`src/inc/anomaly_pkg.sv`:
```
/*
 * Constants for the anomaly alarm manager: register offsets, command codes,
 * horn settings and timing counts.
 * Assumes a 40 MHz system clock.
 */
package anomaly_pkg;
	// ------------------------------------------------------------
	// Registers and commands
	// ------------------------------------------------------------
	localparam logic [15:0] PASSWORD_ENTRY_ADDR = 16'h0065;
	localparam logic [15:0] CODE_ENTRY_ADDR     = 16'h0066;
	localparam logic [15:0] CMD_SILENCE         = 16'h0033; // 51
	localparam logic [15:0] CMD_ACKNOWLEDGE     = 16'h0034; // 52
	// ------------------------------------------------------------
	// Horn duration settings
	// ------------------------------------------------------------
	localparam logic [9:0]  HORN_NEVER          = 10'h000;
	localparam logic [9:0]  HORN_UNTIL_SILENCED = 10'h3e7; // 999
	// ------------------------------------------------------------
	// Timing
	// ------------------------------------------------------------
	localparam int CLOCK_HZ          = 40000000;
	localparam int CMD_WINDOW_S      = 5;
	localparam int CMD_WINDOW_CYCLES = CMD_WINDOW_S * CLOCK_HZ;
	localparam int SECOND_CYCLES     = CLOCK_HZ;
	localparam int FLASH_HALF_MS     = 500;
	localparam int FLASH_HALF_CYCLES = FLASH_HALF_MS * (CLOCK_HZ / 1000);
	// Anomaly classes, one bit each
	localparam int CLS_WARN   = 0;
	localparam int CLS_UNLOAD = 1;
	localparam int CLS_DEACT  = 2;
	localparam int CLS_FAIL   = 3;
endpackage

```
`src/core/anomaly_alarm_manager.sv`:
```
/*
 * Anomaly alarm manager: class priority, horn, alarm lamp, breaker and engine
 * stop actions, silence and acknowledge from panel, input and serial link.
 * Assumes the engine sequencer reports ramp completion and honours the stop
 * requests; the serial decoder presents one-cycle holding-register writes.
 */
`timescale 1ns/10ps

module anomaly_alarm_manager #(
	parameter int CMD_WINDOW_CYCLES = anomaly_pkg::CMD_WINDOW_CYCLES,
	parameter int SECOND_CYCLES     = anomaly_pkg::SECOND_CYCLES,
	parameter int FLASH_HALF_CYCLES = anomaly_pkg::FLASH_HALF_CYCLES
) (
	input  wire logic        clock,
	input  wire logic        nrst,
	input  wire logic [3:0]  anomaly_cause,
	input  wire logic        priority_bypass,
	input  wire logic [9:0]  horn_duration,
	input  wire logic [15:0] configured_password,
	input  wire logic        panel_ack_button,
	input  wire logic        alarm_ack_input_function,
	input  wire logic        serial_command_disable_input,
	input  wire logic        reg_write,
	input  wire logic [15:0] reg_addr,
	input  wire logic [15:0] reg_wdata,
	input  wire logic        unload_ramp_done,
	output logic [3:0]       active_classes,
	output logic [3:0]       unacked_classes,
	output logic             horn,
	output logic             external_horn_output,
	output logic             alarm_lamp,
	output logic             quick_unload_ramp,
	output logic             generator_breaker_open,
	output logic             stop_with_cooling,
	output logic             stop_immediate,
	output logic             restart_inhibit
);
	localparam int W = 4;
	localparam int CW = $clog2(CMD_WINDOW_CYCLES + 1);
	localparam int SW = $clog2(SECOND_CYCLES + 1);
	localparam int FW = $clog2(FLASH_HALF_CYCLES + 1);

	// ------------------------------------------------------------
	// Input synchronisers, three stages, second and third must agree
	// ------------------------------------------------------------
	logic [2:0] btn_sync_reg, btn_sync_next, din_sync_reg, din_sync_next;
	logic [2:0] dis_sync_reg, dis_sync_next;
	logic       btn_state_reg, btn_state_next, din_state_reg, din_state_next;
	logic       dis_state_reg, dis_state_next;
	logic       btn_press, din_rise;

	always_comb begin
		btn_sync_next  = {btn_sync_reg[1:0], panel_ack_button};
		din_sync_next  = {din_sync_reg[1:0], alarm_ack_input_function};
		dis_sync_next  = {dis_sync_reg[1:0], serial_command_disable_input};
		btn_state_next = btn_state_reg;
		din_state_next = din_state_reg;
		dis_state_next = dis_state_reg;
		if (btn_sync_reg[1] == btn_sync_reg[2])
			btn_state_next = btn_sync_reg[2];
		if (din_sync_reg[1] == din_sync_reg[2])
			din_state_next = din_sync_reg[2];
		if (dis_sync_reg[1] == dis_sync_reg[2])
			dis_state_next = dis_sync_reg[2];
		btn_press = btn_state_next & ~btn_state_reg;
		din_rise  = din_state_next & ~din_state_reg;
	end

	always_ff @(posedge clock or negedge nrst) begin
		if (!nrst) begin
			btn_sync_reg  <= 3'h0;
			din_sync_reg  <= 3'h0;
			dis_sync_reg  <= 3'h0;
			btn_state_reg <= 1'b0;
			din_state_reg <= 1'b0;
			dis_state_reg <= 1'b0;
		end else begin
			btn_sync_reg  <= btn_sync_next;
			din_sync_reg  <= din_sync_next;
			dis_sync_reg  <= dis_sync_next;
			btn_state_reg <= btn_state_next;
			din_state_reg <= din_state_next;
			dis_state_reg <= dis_state_next;
		end
	end

	// ------------------------------------------------------------
	// Serial password and command sequence
	// ------------------------------------------------------------
	logic          armed_reg, armed_next;
	logic [CW-1:0] win_reg, win_next;
	logic          ser_silence, ser_ack;

	always_comb begin
		armed_next  = armed_reg;
		win_next    = win_reg;
		ser_silence = 1'b0;
		ser_ack     = 1'b0;
		if (armed_reg) begin
			if (win_reg == '0)
				armed_next = 1'b0;
			else
				win_next = win_reg - 1'b1;
		end
		if (reg_write && !dis_state_reg) begin
			if (reg_addr == anomaly_pkg::PASSWORD_ENTRY_ADDR) begin
				armed_next = (reg_wdata == configured_password);
				win_next   = CW'(CMD_WINDOW_CYCLES);
			end else if (reg_addr == anomaly_pkg::CODE_ENTRY_ADDR) begin
				armed_next = 1'b0;
				if (armed_reg && win_reg != '0) begin
					ser_silence = (reg_wdata == anomaly_pkg::CMD_SILENCE);
					ser_ack     = (reg_wdata == anomaly_pkg::CMD_ACKNOWLEDGE);
				end
			end
		end
	end

	always_ff @(posedge clock or negedge nrst) begin
		if (!nrst) begin
			armed_reg <= 1'b0;
			win_reg   <= '0;
		end else begin
			armed_reg <= armed_next;
			win_reg   <= win_next;
		end
	end

	// ------------------------------------------------------------
	// Anomaly acceptance, latching and acknowledge
	// ------------------------------------------------------------
	logic [W-1:0] active_reg, active_next, unack_reg, unack_next;
	logic [W-1:0] accept, new_act;
	logic         silence_req, ack_req;
	logic         horn_reg, horn_next;

	function automatic logic [W-1:0] allowed(input logic [W-1:0] act, input logic bypass);
		logic [W-1:0] a;
		a = '1;
		if (!bypass) begin
			a[anomaly_pkg::CLS_FAIL]   = ~act[3];
			a[anomaly_pkg::CLS_DEACT]  = ~(act[3] | act[2]);
			a[anomaly_pkg::CLS_UNLOAD] = ~(act[3] | act[2] | act[1]);
			a[anomaly_pkg::CLS_WARN]   = ~(act[3] | act[2] | act[1]);
		end
		return a;
	endfunction

	always_comb begin
		// Horn sounding: first panel press only silences
		silence_req = ser_silence | ser_ack | din_rise | btn_press;
		ack_req     = ser_ack | din_rise | (btn_press & ~horn_reg);
		accept      = anomaly_cause & ~active_reg & allowed(active_reg, priority_bypass);
		new_act     = accept;
		active_next = active_reg;
		unack_next  = unack_reg;
		if (ack_req)
			unack_next = '0;
		// Cleared warnings stay listed until acknowledged; higher classes stay listed after it
		for (int i = 0; i < W; i++) begin
			if (active_reg[i] && !unack_next[i] && !anomaly_cause[i]
				&& i == anomaly_pkg::CLS_WARN)
				active_next[i] = 1'b0;
		end
		// Set wins over acknowledge in the same cycle
		active_next = active_next | new_act;
		unack_next  = unack_next | new_act;
	end

	always_ff @(posedge clock or negedge nrst) begin
		if (!nrst) begin
			active_reg <= '0;
			unack_reg  <= '0;
		end else begin
			active_reg <= active_next;
			unack_reg  <= unack_next;
		end
	end

	// ------------------------------------------------------------
	// Horn with duration timer
	// ------------------------------------------------------------
	logic [SW-1:0] tick_reg, tick_next;
	logic [9:0]    secs_reg, secs_next;

	always_comb begin
		horn_next = horn_reg;
		tick_next = tick_reg;
		secs_next = secs_reg;
		if (horn_reg) begin
			if (tick_reg == SW'(SECOND_CYCLES - 1)) begin
				tick_next = '0;
				secs_next = secs_reg + 10'h001;
			end else
				tick_next = tick_reg + 1'b1;
			if (horn_duration != anomaly_pkg::HORN_UNTIL_SILENCED
				&& secs_reg >= horn_duration)
				horn_next = 1'b0;
		end
		if (silence_req)
			horn_next = 1'b0;
		if (new_act != '0) begin
			horn_next = (horn_duration != anomaly_pkg::HORN_NEVER);
			tick_next = '0;
			secs_next = 10'h000;
		end
	end

	always_ff @(posedge clock or negedge nrst) begin
		if (!nrst) begin
			horn_reg <= 1'b0;
			tick_reg <= '0;
			secs_reg <= 10'h000;
		end else begin
			horn_reg <= horn_next;
			tick_reg <= tick_next;
			secs_reg <= secs_next;
		end
	end

	// ------------------------------------------------------------
	// Lamp flasher and shutdown actions
	// ------------------------------------------------------------
	logic [FW-1:0] flash_cnt_reg, flash_cnt_next;
	logic          flash_reg, flash_next, lamp_next;
	logic          ramp_reg, ramp_next, open_reg, open_next;
	logic          cool_reg, cool_next, imm_reg, imm_next;

	always_comb begin
		flash_cnt_next = flash_cnt_reg + 1'b1;
		flash_next     = flash_reg;
		if (flash_cnt_reg == FW'(FLASH_HALF_CYCLES - 1)) begin
			flash_cnt_next = '0;
			flash_next     = ~flash_reg;
		end
		if (active_reg[3:1] != 3'h0)
			lamp_next = 1'b1;
		else
			lamp_next = active_reg[0] & flash_reg;
		// Warnings never reach these terms
		ramp_next = active_reg[1] & ~unload_ramp_done & ~open_reg;
		open_next = active_reg[3] | active_reg[2] | (active_reg[1] & unload_ramp_done)
			| (open_reg & (active_reg[3:1] != 3'h0));
		imm_next  = active_reg[3];
		cool_next = ~active_reg[3] & (active_reg[2] | (active_reg[1] & open_next));
	end

	always_ff @(posedge clock or negedge nrst) begin
		if (!nrst) begin
			flash_cnt_reg <= '0;
			flash_reg     <= 1'b0;
			alarm_lamp    <= 1'b0;
			ramp_reg      <= 1'b0;
			open_reg      <= 1'b0;
			cool_reg      <= 1'b0;
			imm_reg       <= 1'b0;
		end else begin
			flash_cnt_reg <= flash_cnt_next;
			flash_reg     <= flash_next;
			alarm_lamp    <= lamp_next;
			ramp_reg      <= ramp_next;
			open_reg      <= open_next;
			cool_reg      <= cool_next;
			imm_reg       <= imm_next;
		end
	end

	assign active_classes         = active_reg;
	assign unacked_classes        = unack_reg;
	assign horn                   = horn_reg;
	assign external_horn_output   = horn_reg;
	assign quick_unload_ramp      = ramp_reg;
	assign generator_breaker_open = open_reg;
	assign stop_with_cooling      = cool_reg;
	assign stop_immediate         = imm_reg;
	assign restart_inhibit        = (unack_reg[3:1] != 3'h0);
endmodule // anomaly_alarm_manager

```
`config.mk`:
```
export PLATFORM = sky130hd
export DESIGN_NAME = anomaly_alarm_manager
export DESIGN_NICKNAME = d
export VERILOG_FILES = /design/src/inc/anomaly_pkg.sv /design/src/core/anomaly_alarm_manager.sv
export SDC_FILE = /design/constraint.sdc
export NUM_CORES = 1
export LEC_CHECK = 0
export ABC_AREA = 1
export BUFFER_PORTS_ARGS = -buffer_cell sky130_fd_sc_hd__buf_2
export CORE_MARGIN = 4
export CORE_UTILIZATION = 34
export CTS_CLUSTER_SIZE = 14
export DETAILED_ROUTE_END_ITERATION = 6
export PLACE_DENSITY = 0.5
export RECOVER_POWER = 50
export SYNTH_ARGS = -nofsm -noshare
export SYNTH_HDL_FRONTEND = slang
export SYNTH_SLANG_ARGS = --single-unit
```
`constraint.sdc`:
```
create_clock -name clock -period 2.18 [get_ports clock]
set_input_delay 0.218 -clock clock [delete_from_list [all_inputs] [get_ports clock]]
set_output_delay 0.218 -clock clock [all_outputs]
set_load 0.05 [all_outputs]
```
After elaboration in Yosys (flattened, before gate mapping)

Index checks and enable logic that the tools add are counted.

Add/sub/neg operators: 4
Order comparisons: 1
Equal/unequal tests: 11
Multiplexer cells: 34
Bitwise gates (word level): 34
Reductions and logical operators: 17

Operators with widths:

| operator                                            | count |
|---|---|
| two-way mux 28 bit                                  | 4 |
| two-way mux 26 bit                                  | 3 |
| == test 16 x 6 -> 1 bit (second input constant)     | 2 |
| == test 16 x 7 -> 1 bit (second input constant)     | 2 |
| two-way mux 10 bit                                  | 3 |
| logical NOT 28 bit                                  | 1 |
| nonzero test 28 bit                                 | 1 |
| subtractor 28 x 1 -> 28 bit (second input constant) | 1 |
| adder 26 x 1 -> 26 bit (second input constant)      | 1 |
| == test 26 bit (second input constant)              | 1 |
| adder 25 x 1 -> 25 bit (second input constant)      | 1 |
| == test 25 bit (second input constant)              | 1 |
| two-way mux 25 bit                                  | 1 |
| two-way mux 1 bit                                   | 21 |
| == test 16 bit                                      | 1 |
| adder 10 x 1 -> 10 bit (second input constant)      | 1 |
| AND 1 bit                                           | 10 |
| greater-or-equal comparator 10 bit                  | 1 |
| != test 10 bit (second input constant)              | 1 |
| OR 1 bit                                            | 10 |
| nonzero test 10 bit                                 | 1 |
| inverter 1 bit                                      | 9 |
| AND 4 bit                                           | 2 |
| two-way mux 4 bit                                   | 2 |
| 9 further kinds                                     | 20 |

Flip-flop bits (word level): 117
Input bits: 70
Output and inout port bits: 16
Word-level logic and storage cells: 121

Longest topological paths before layout

Depth in word-level cells: 14
Mapped depth: 13
Depth with buffers taken out: 12

Worst setup path after synthesis

Ideal clock, no wire load.

Kind: reg-to-reg
Start point: reg active_reg[3], in the netlist active_classes[3]
End point: reg tick_reg[6]
Data arrival time: 1.736 ns
Path slack: 0.364 ns
Stages on the path, launching flop included: 12
Path buffers: 1
Path through: dfrtp_1 > nand2_1 > nand3_2 > o21ai_0 > inv_2 > nand2_4 > clkinv_2 > nand2_2 > nand2_4 > inv_4 > buf_6 > nor3_2

Longest elaborated chain between the ends: 7
Elaborated cells between the ends (all ways): 12

Ends and longest elaborated chain:

| what                                                     | RTL line                                                                                 | RTL |
|---|---|---|
| from (decl)                                              | anomaly_alarm_manager.sv:132                                                             | `logic [W-1:0] active_reg, active_next, unack_reg, unack_next;` |
| from (signal assigned)                                   | anomaly_alarm_manager.sv:175                                                             | `active_reg <= active_next;` |
| OR 1 bit                                                 | anomaly_alarm_manager.sv:142, anomaly_alarm_manager.sv:143, anomaly_alarm_manager.sv:144 |  |
| OR 1 bit                                                 | anomaly_alarm_manager.sv:143, anomaly_alarm_manager.sv:144                               |  |
| inverter 1 bit                                           | anomaly_alarm_manager.sv:143, anomaly_alarm_manager.sv:144                               |  |
| two-way mux 4 bit                                        | anomaly_alarm_manager.sv:140                                                             | `if (!bypass) begin` |
| AND 4 bit *                                              | anomaly_alarm_manager.sv:153                                                             | `accept = anomaly_cause & ~active_reg & allowed(active_reg, priority_bypass);` |
| nonzero test 4 bit *                                     | anomaly_alarm_manager.sv:202                                                             | `if (new_act != '0) begin` |
| two-way mux 26 bit or nonzero test 2 bit (tied branches) | -                                                                                        |  |
| to (signal assigned)                                     | anomaly_alarm_manager.sv:216                                                             | `tick_reg <= tick_next;` |
| to (decl)                                                | anomaly_alarm_manager.sv:183                                                             | `logic [SW-1:0] tick_reg, tick_next;` |

Every way passes the cells marked *; elsewhere a longest branch is shown, timed or not.
A chain may end at the register's enable or synchronous reset.

Worst setup path after layout

Start point: reg win_reg[0]
End point: reg win_reg[3]

Longest elaborated chain between the ends: 5
Elaborated cells between the ends (all ways): 6

Ends and longest elaborated chain:

| what                                                              | RTL line                                                   | RTL |
|---|---|---|
| from (decl)                                                       | anomaly_alarm_manager.sv:91                                | `logic [CW-1:0] win_reg, win_next;` |
| from (signal assigned)                                            | anomaly_alarm_manager.sv:125                               | `win_reg <= win_next;` |
| subtractor 28 x 1 -> 28 bit or logical NOT 28 bit (tied branches) | anomaly_alarm_manager.sv:103, anomaly_alarm_manager.sv:100 |  |
| two-way mux 28 bit *                                              | anomaly_alarm_manager.sv:100                               | `if (win_reg == '0)` |
| two-way mux 28 bit *                                              | anomaly_alarm_manager.sv:99                                | `if (armed_reg) begin` |
| two-way mux 28 bit                                                | anomaly_alarm_manager.sv:106                               | `if (reg_addr == anomaly_pkg::PASSWORD_ENTRY_ADDR) begin` |
| two-way mux 28 bit *                                              | anomaly_alarm_manager.sv:105                               | `if (reg_write && !dis_state_reg) begin` |
| via win_next[3]                                                   | anomaly_alarm_manager.sv:91                                |  |

The timed path passes the listed nets; every way through them passes the cells marked *.

==> flow_metrics.env <==
export IMPL_areaGrowthSynthToFinish_pct=21.5
export IMPL_period_minus_slack_ns=1.92
export IMPL_ys_top_cells_by_count="nand2_1, nor2_1, inv_1"
export IMPL_period_share=0.879
export IMPL_combPwrFrac=0.148
export IMPL_floorplan_initialDensity=0.345
export IMPL_power_frac_seq=0.389
export IMPL_syn_inst=979
export IMPL_setup_violations=0
export IMPL_ys_warn_count=0
export IMPL_leakagePower_nw=4.05
export IMPL_clock_path_buffers=2
export IMPL_die_w_um=154
export IMPL_globalRouteOverflowTotal=0
export IMPL_p_sw_mw=1.88
export IMPL_fin_nets=1183
export IMPL_vias=6645
export IMPL_fp_dieArea_um2=23700
export IMPL_post_cts_buffers=0
export IMPL_fp_coreArea_um2=21000
export IMPL_ys_seq_area_frac=0.405
export IMPL_drive_gt1_frac=0.158
export IMPL_syn_area_per_cell_um2=7.39
export IMPL_largest_reg_flops=28
export IMPL_timing_worst_setup_path_type="reg -> reg"
export IMPL_powerDensity_nw_per_um2=751
export IMPL_synth_cell_type_count=48
export IMPL_root_buffer="clkbuf_16"
export IMPL_fillCellCount=2199
export IMPL_grt_pass1_wl_um=33000
export IMPL_endpoint_kind="register"
export IMPL_cp_max_fo=9
export IMPL_synth_ff_type="dfrtp_1"
export IMPL_crit_arrival_ns=2.22
export IMPL_synthArstFlopShare=1.00
export IMPL_total_power_mw=6.61
export IMPL_cp_required_ns=2.48
export IMPL_antenna_found_initial=0
export IMPL_first_global_vias=6617
export IMPL_grt_usage=0.170
export IMPL_port_buffer_count=85
export IMPL_wire_per_inst_um=14.1
export IMPL_gp_congestion=0.897
export IMPL_synth_most_common_cell="nand2_1"
export IMPL_max_cap_violations=0
export IMPL_route_detailed_drc=0
export IMPL_synth_area_leaders="dfrtp_1, nand2_1, nor2_1"
export IMPL_outcome="complete, no violations"
export IMPL_synth_top_area_share=0.405
export IMPL_dr_pass1_iters=5
export IMPL_tightestPinTransition_ns=0.999
export IMPL_ant_nets=0
export IMPL_maxSlewHeadroom=0.334
export IMPL_cts_buffers=17
export IMPL_holdCritPathClass="in -> reg"
export IMPL_synth_edff_count=0
export IMPL_fin_area_um2=8790
export IMPL_start_kind="register"
export IMPL_synth_net_count=1063
export IMPL_synth_cell_area_um2=7240
export IMPL_p_sw_frac=0.285
export IMPL_timing_fmax_mhz=522
export IMPL_rsz0062_at_grt="no"
export IMPL_antenna_cells=0
export IMPL_drt_iter0_markers=375
export IMPL_p_int_mw=4.72
export IMPL_clkSinkCount=117
export IMPL_tns_ns=0
export IMPL_cts_tree="built"
export IMPL_clk_pin_slew_ns=0.06
export IMPL_dieHeight_um=154
export IMPL_drv_slew=0
export IMPL_finClkSkew_ns=0.00819
export IMPL_dp_hpwl_um=14900
export IMPL_p_clk_frac=0.462
export IMPL_synth_top_cell_by_area="dfrtp_1"
export IMPL_ys_seq_elements=117
export IMPL_rows=53
export IMPL_design_portCount=86
export IMPL_clk_latency_ns=0.42
export IMPL_ir_drop_uv=482
export IMPL_dpl_cell_area_um2=8140
export IMPL_htree_num_levels=4
export IMPL_grt_max_degree=38
export IMPL_wl_um=19500
export IMPL_viasPerCell=4.79
export IMPL_hold_viol=0
-- power groups by stage --
stage	clock, mW	combinational, mW	sequential [mW]
after CTS	3.13	1.00	2.57
after global placement	0	0.982	2.61
final	3.05	0.978	2.57
after floorplan	0	0.633	2.59
after global routing	3.21	1.12	2.61
after detailed placement	0	0.989	2.60
-- placed cells by master, fill, tap and decap left out, types with 3 or more instances in the layout --
master	count
nor2_2	4
a21oi_2	3
clkbuf_8	3
nor2_1	163
buf_4	22
dfrtp_1	117
or2_2	3
nand3b_1	5
buf_2	84
inv_1	119
nand3_1	67
a21oi_1	23
nor4_1	6
o221ai_1	5
o21bai_1	4
bufinv_16	4
nor3_1	28
o211ai_1	6
o21ai_0	38
nand2_1	220
nand4_1	36
ha_1	14
dlygate4sd3_1	5
clkinvlp_4	4
xnor2_1	27
nand2_2	7
nor3_2	3
o21ai_1	3
xor2_1	36
nor2_4	3
clkbuf_16	17
-- critical path, stage by stage (launching register included) --
cell     delay [ns]
dfrtp_1        0.37
inv_1          0.08
ha_1           0.23
nand2_2        0.13
nor2_4         0.05
buf_4          0.15
nand2_2        0.07
nor2_4         0.05
nor2_4         0.25
buf_4          0.20
nand2_2        0.05
xor2_1         0.13
nor2_1         0.05
-- per-layer routing --
metal | global-route usage | part of all wire | vias to the layer above
li1 | - | - | 3411
met1 | 0.228 | 0.49 | 3088
met2 | 0.276 | 0.46 | 115
met3 | 0.0372 | 0.031 | 31
met4 | 0.0521 | 0.019 | 0
met5 | 0 | 0 | -
-- timing repair --
item                      CTS  global route
gates resized for setup     0             0
hold buffers                5             0
hold endpoints to repair   37             0
-- through the flow --
| stage | hold slack [ns] | util | worst slack (ns) | cells |
|---|---|---|---|---|
| CTS | 0.0459 | 0.421 | 0.257 | 1386 |
| finish | 0.0600 | 0.420 | 0.264 | 1386 |
| floorplan | -0.0776 | - | 0.364 | 979 |
| global placement | 0.248 | 0.388 | 0.315 | 1350 |
| detailed placement | 0.237 | 0.388 | 0.269 | 1350 |
| global route | 0.0487 | 0.420 | 0.0216 | 1386 |
-- worst paths after layout --
path,startpoint,end,slack [ns],depth (start not counted)
max in group asynchronous,nrst,flash_cnt_reg[10]$_DFF_PN0_,0.36,3
max,win_reg[0]$_DFF_PN0_,win_reg[3]$_DFF_PN0_,0.26,12
min reg2reg,dis_sync_reg[0]$_DFF_PN0_,dis_sync_reg[1]$_DFF_PN0_,0.35,0
min,anomaly_cause[3],active_classes[3]$_DFF_PN0_,0.06,2
max reg2reg,win_reg[0]$_DFF_PN0_,win_reg[3]$_DFF_PN0_,0.26,12
min in group asynchronous,nrst,tick_reg[22]$_DFFE_PN0P_,0.50,2
-- kinds of logic (layout without fill, tap and decap cells) --
group                      Yosys count  count (layout)  synth area share
adders and majority gates           15              15            0.0256
AOI/OAI and AO/OA                   90              90            0.0730
and+or+nand+nor                    556             556             0.344
DFF                                117             117             0.405
xor gates and xnor gates            63              63            0.0762
buffers and inverters              138             270            0.0771
-- area by class of cell --
class | count | area, um^2 | share of cell area
flip-flops and latches | 117 | 2930 | 0.333
clock inverters | 11 | 173 | 0.0196
inverters | 123 | 465 | 0.0529
clock buffers | 20 | 467 | 0.0531
multi-input cells | 724 | 3740 | 0.426
well taps | 275 | 344 | 0.0391
repair buffers | 116 | 673 | 0.0766
No activity file was read; power rests on OpenSTA's default activity.
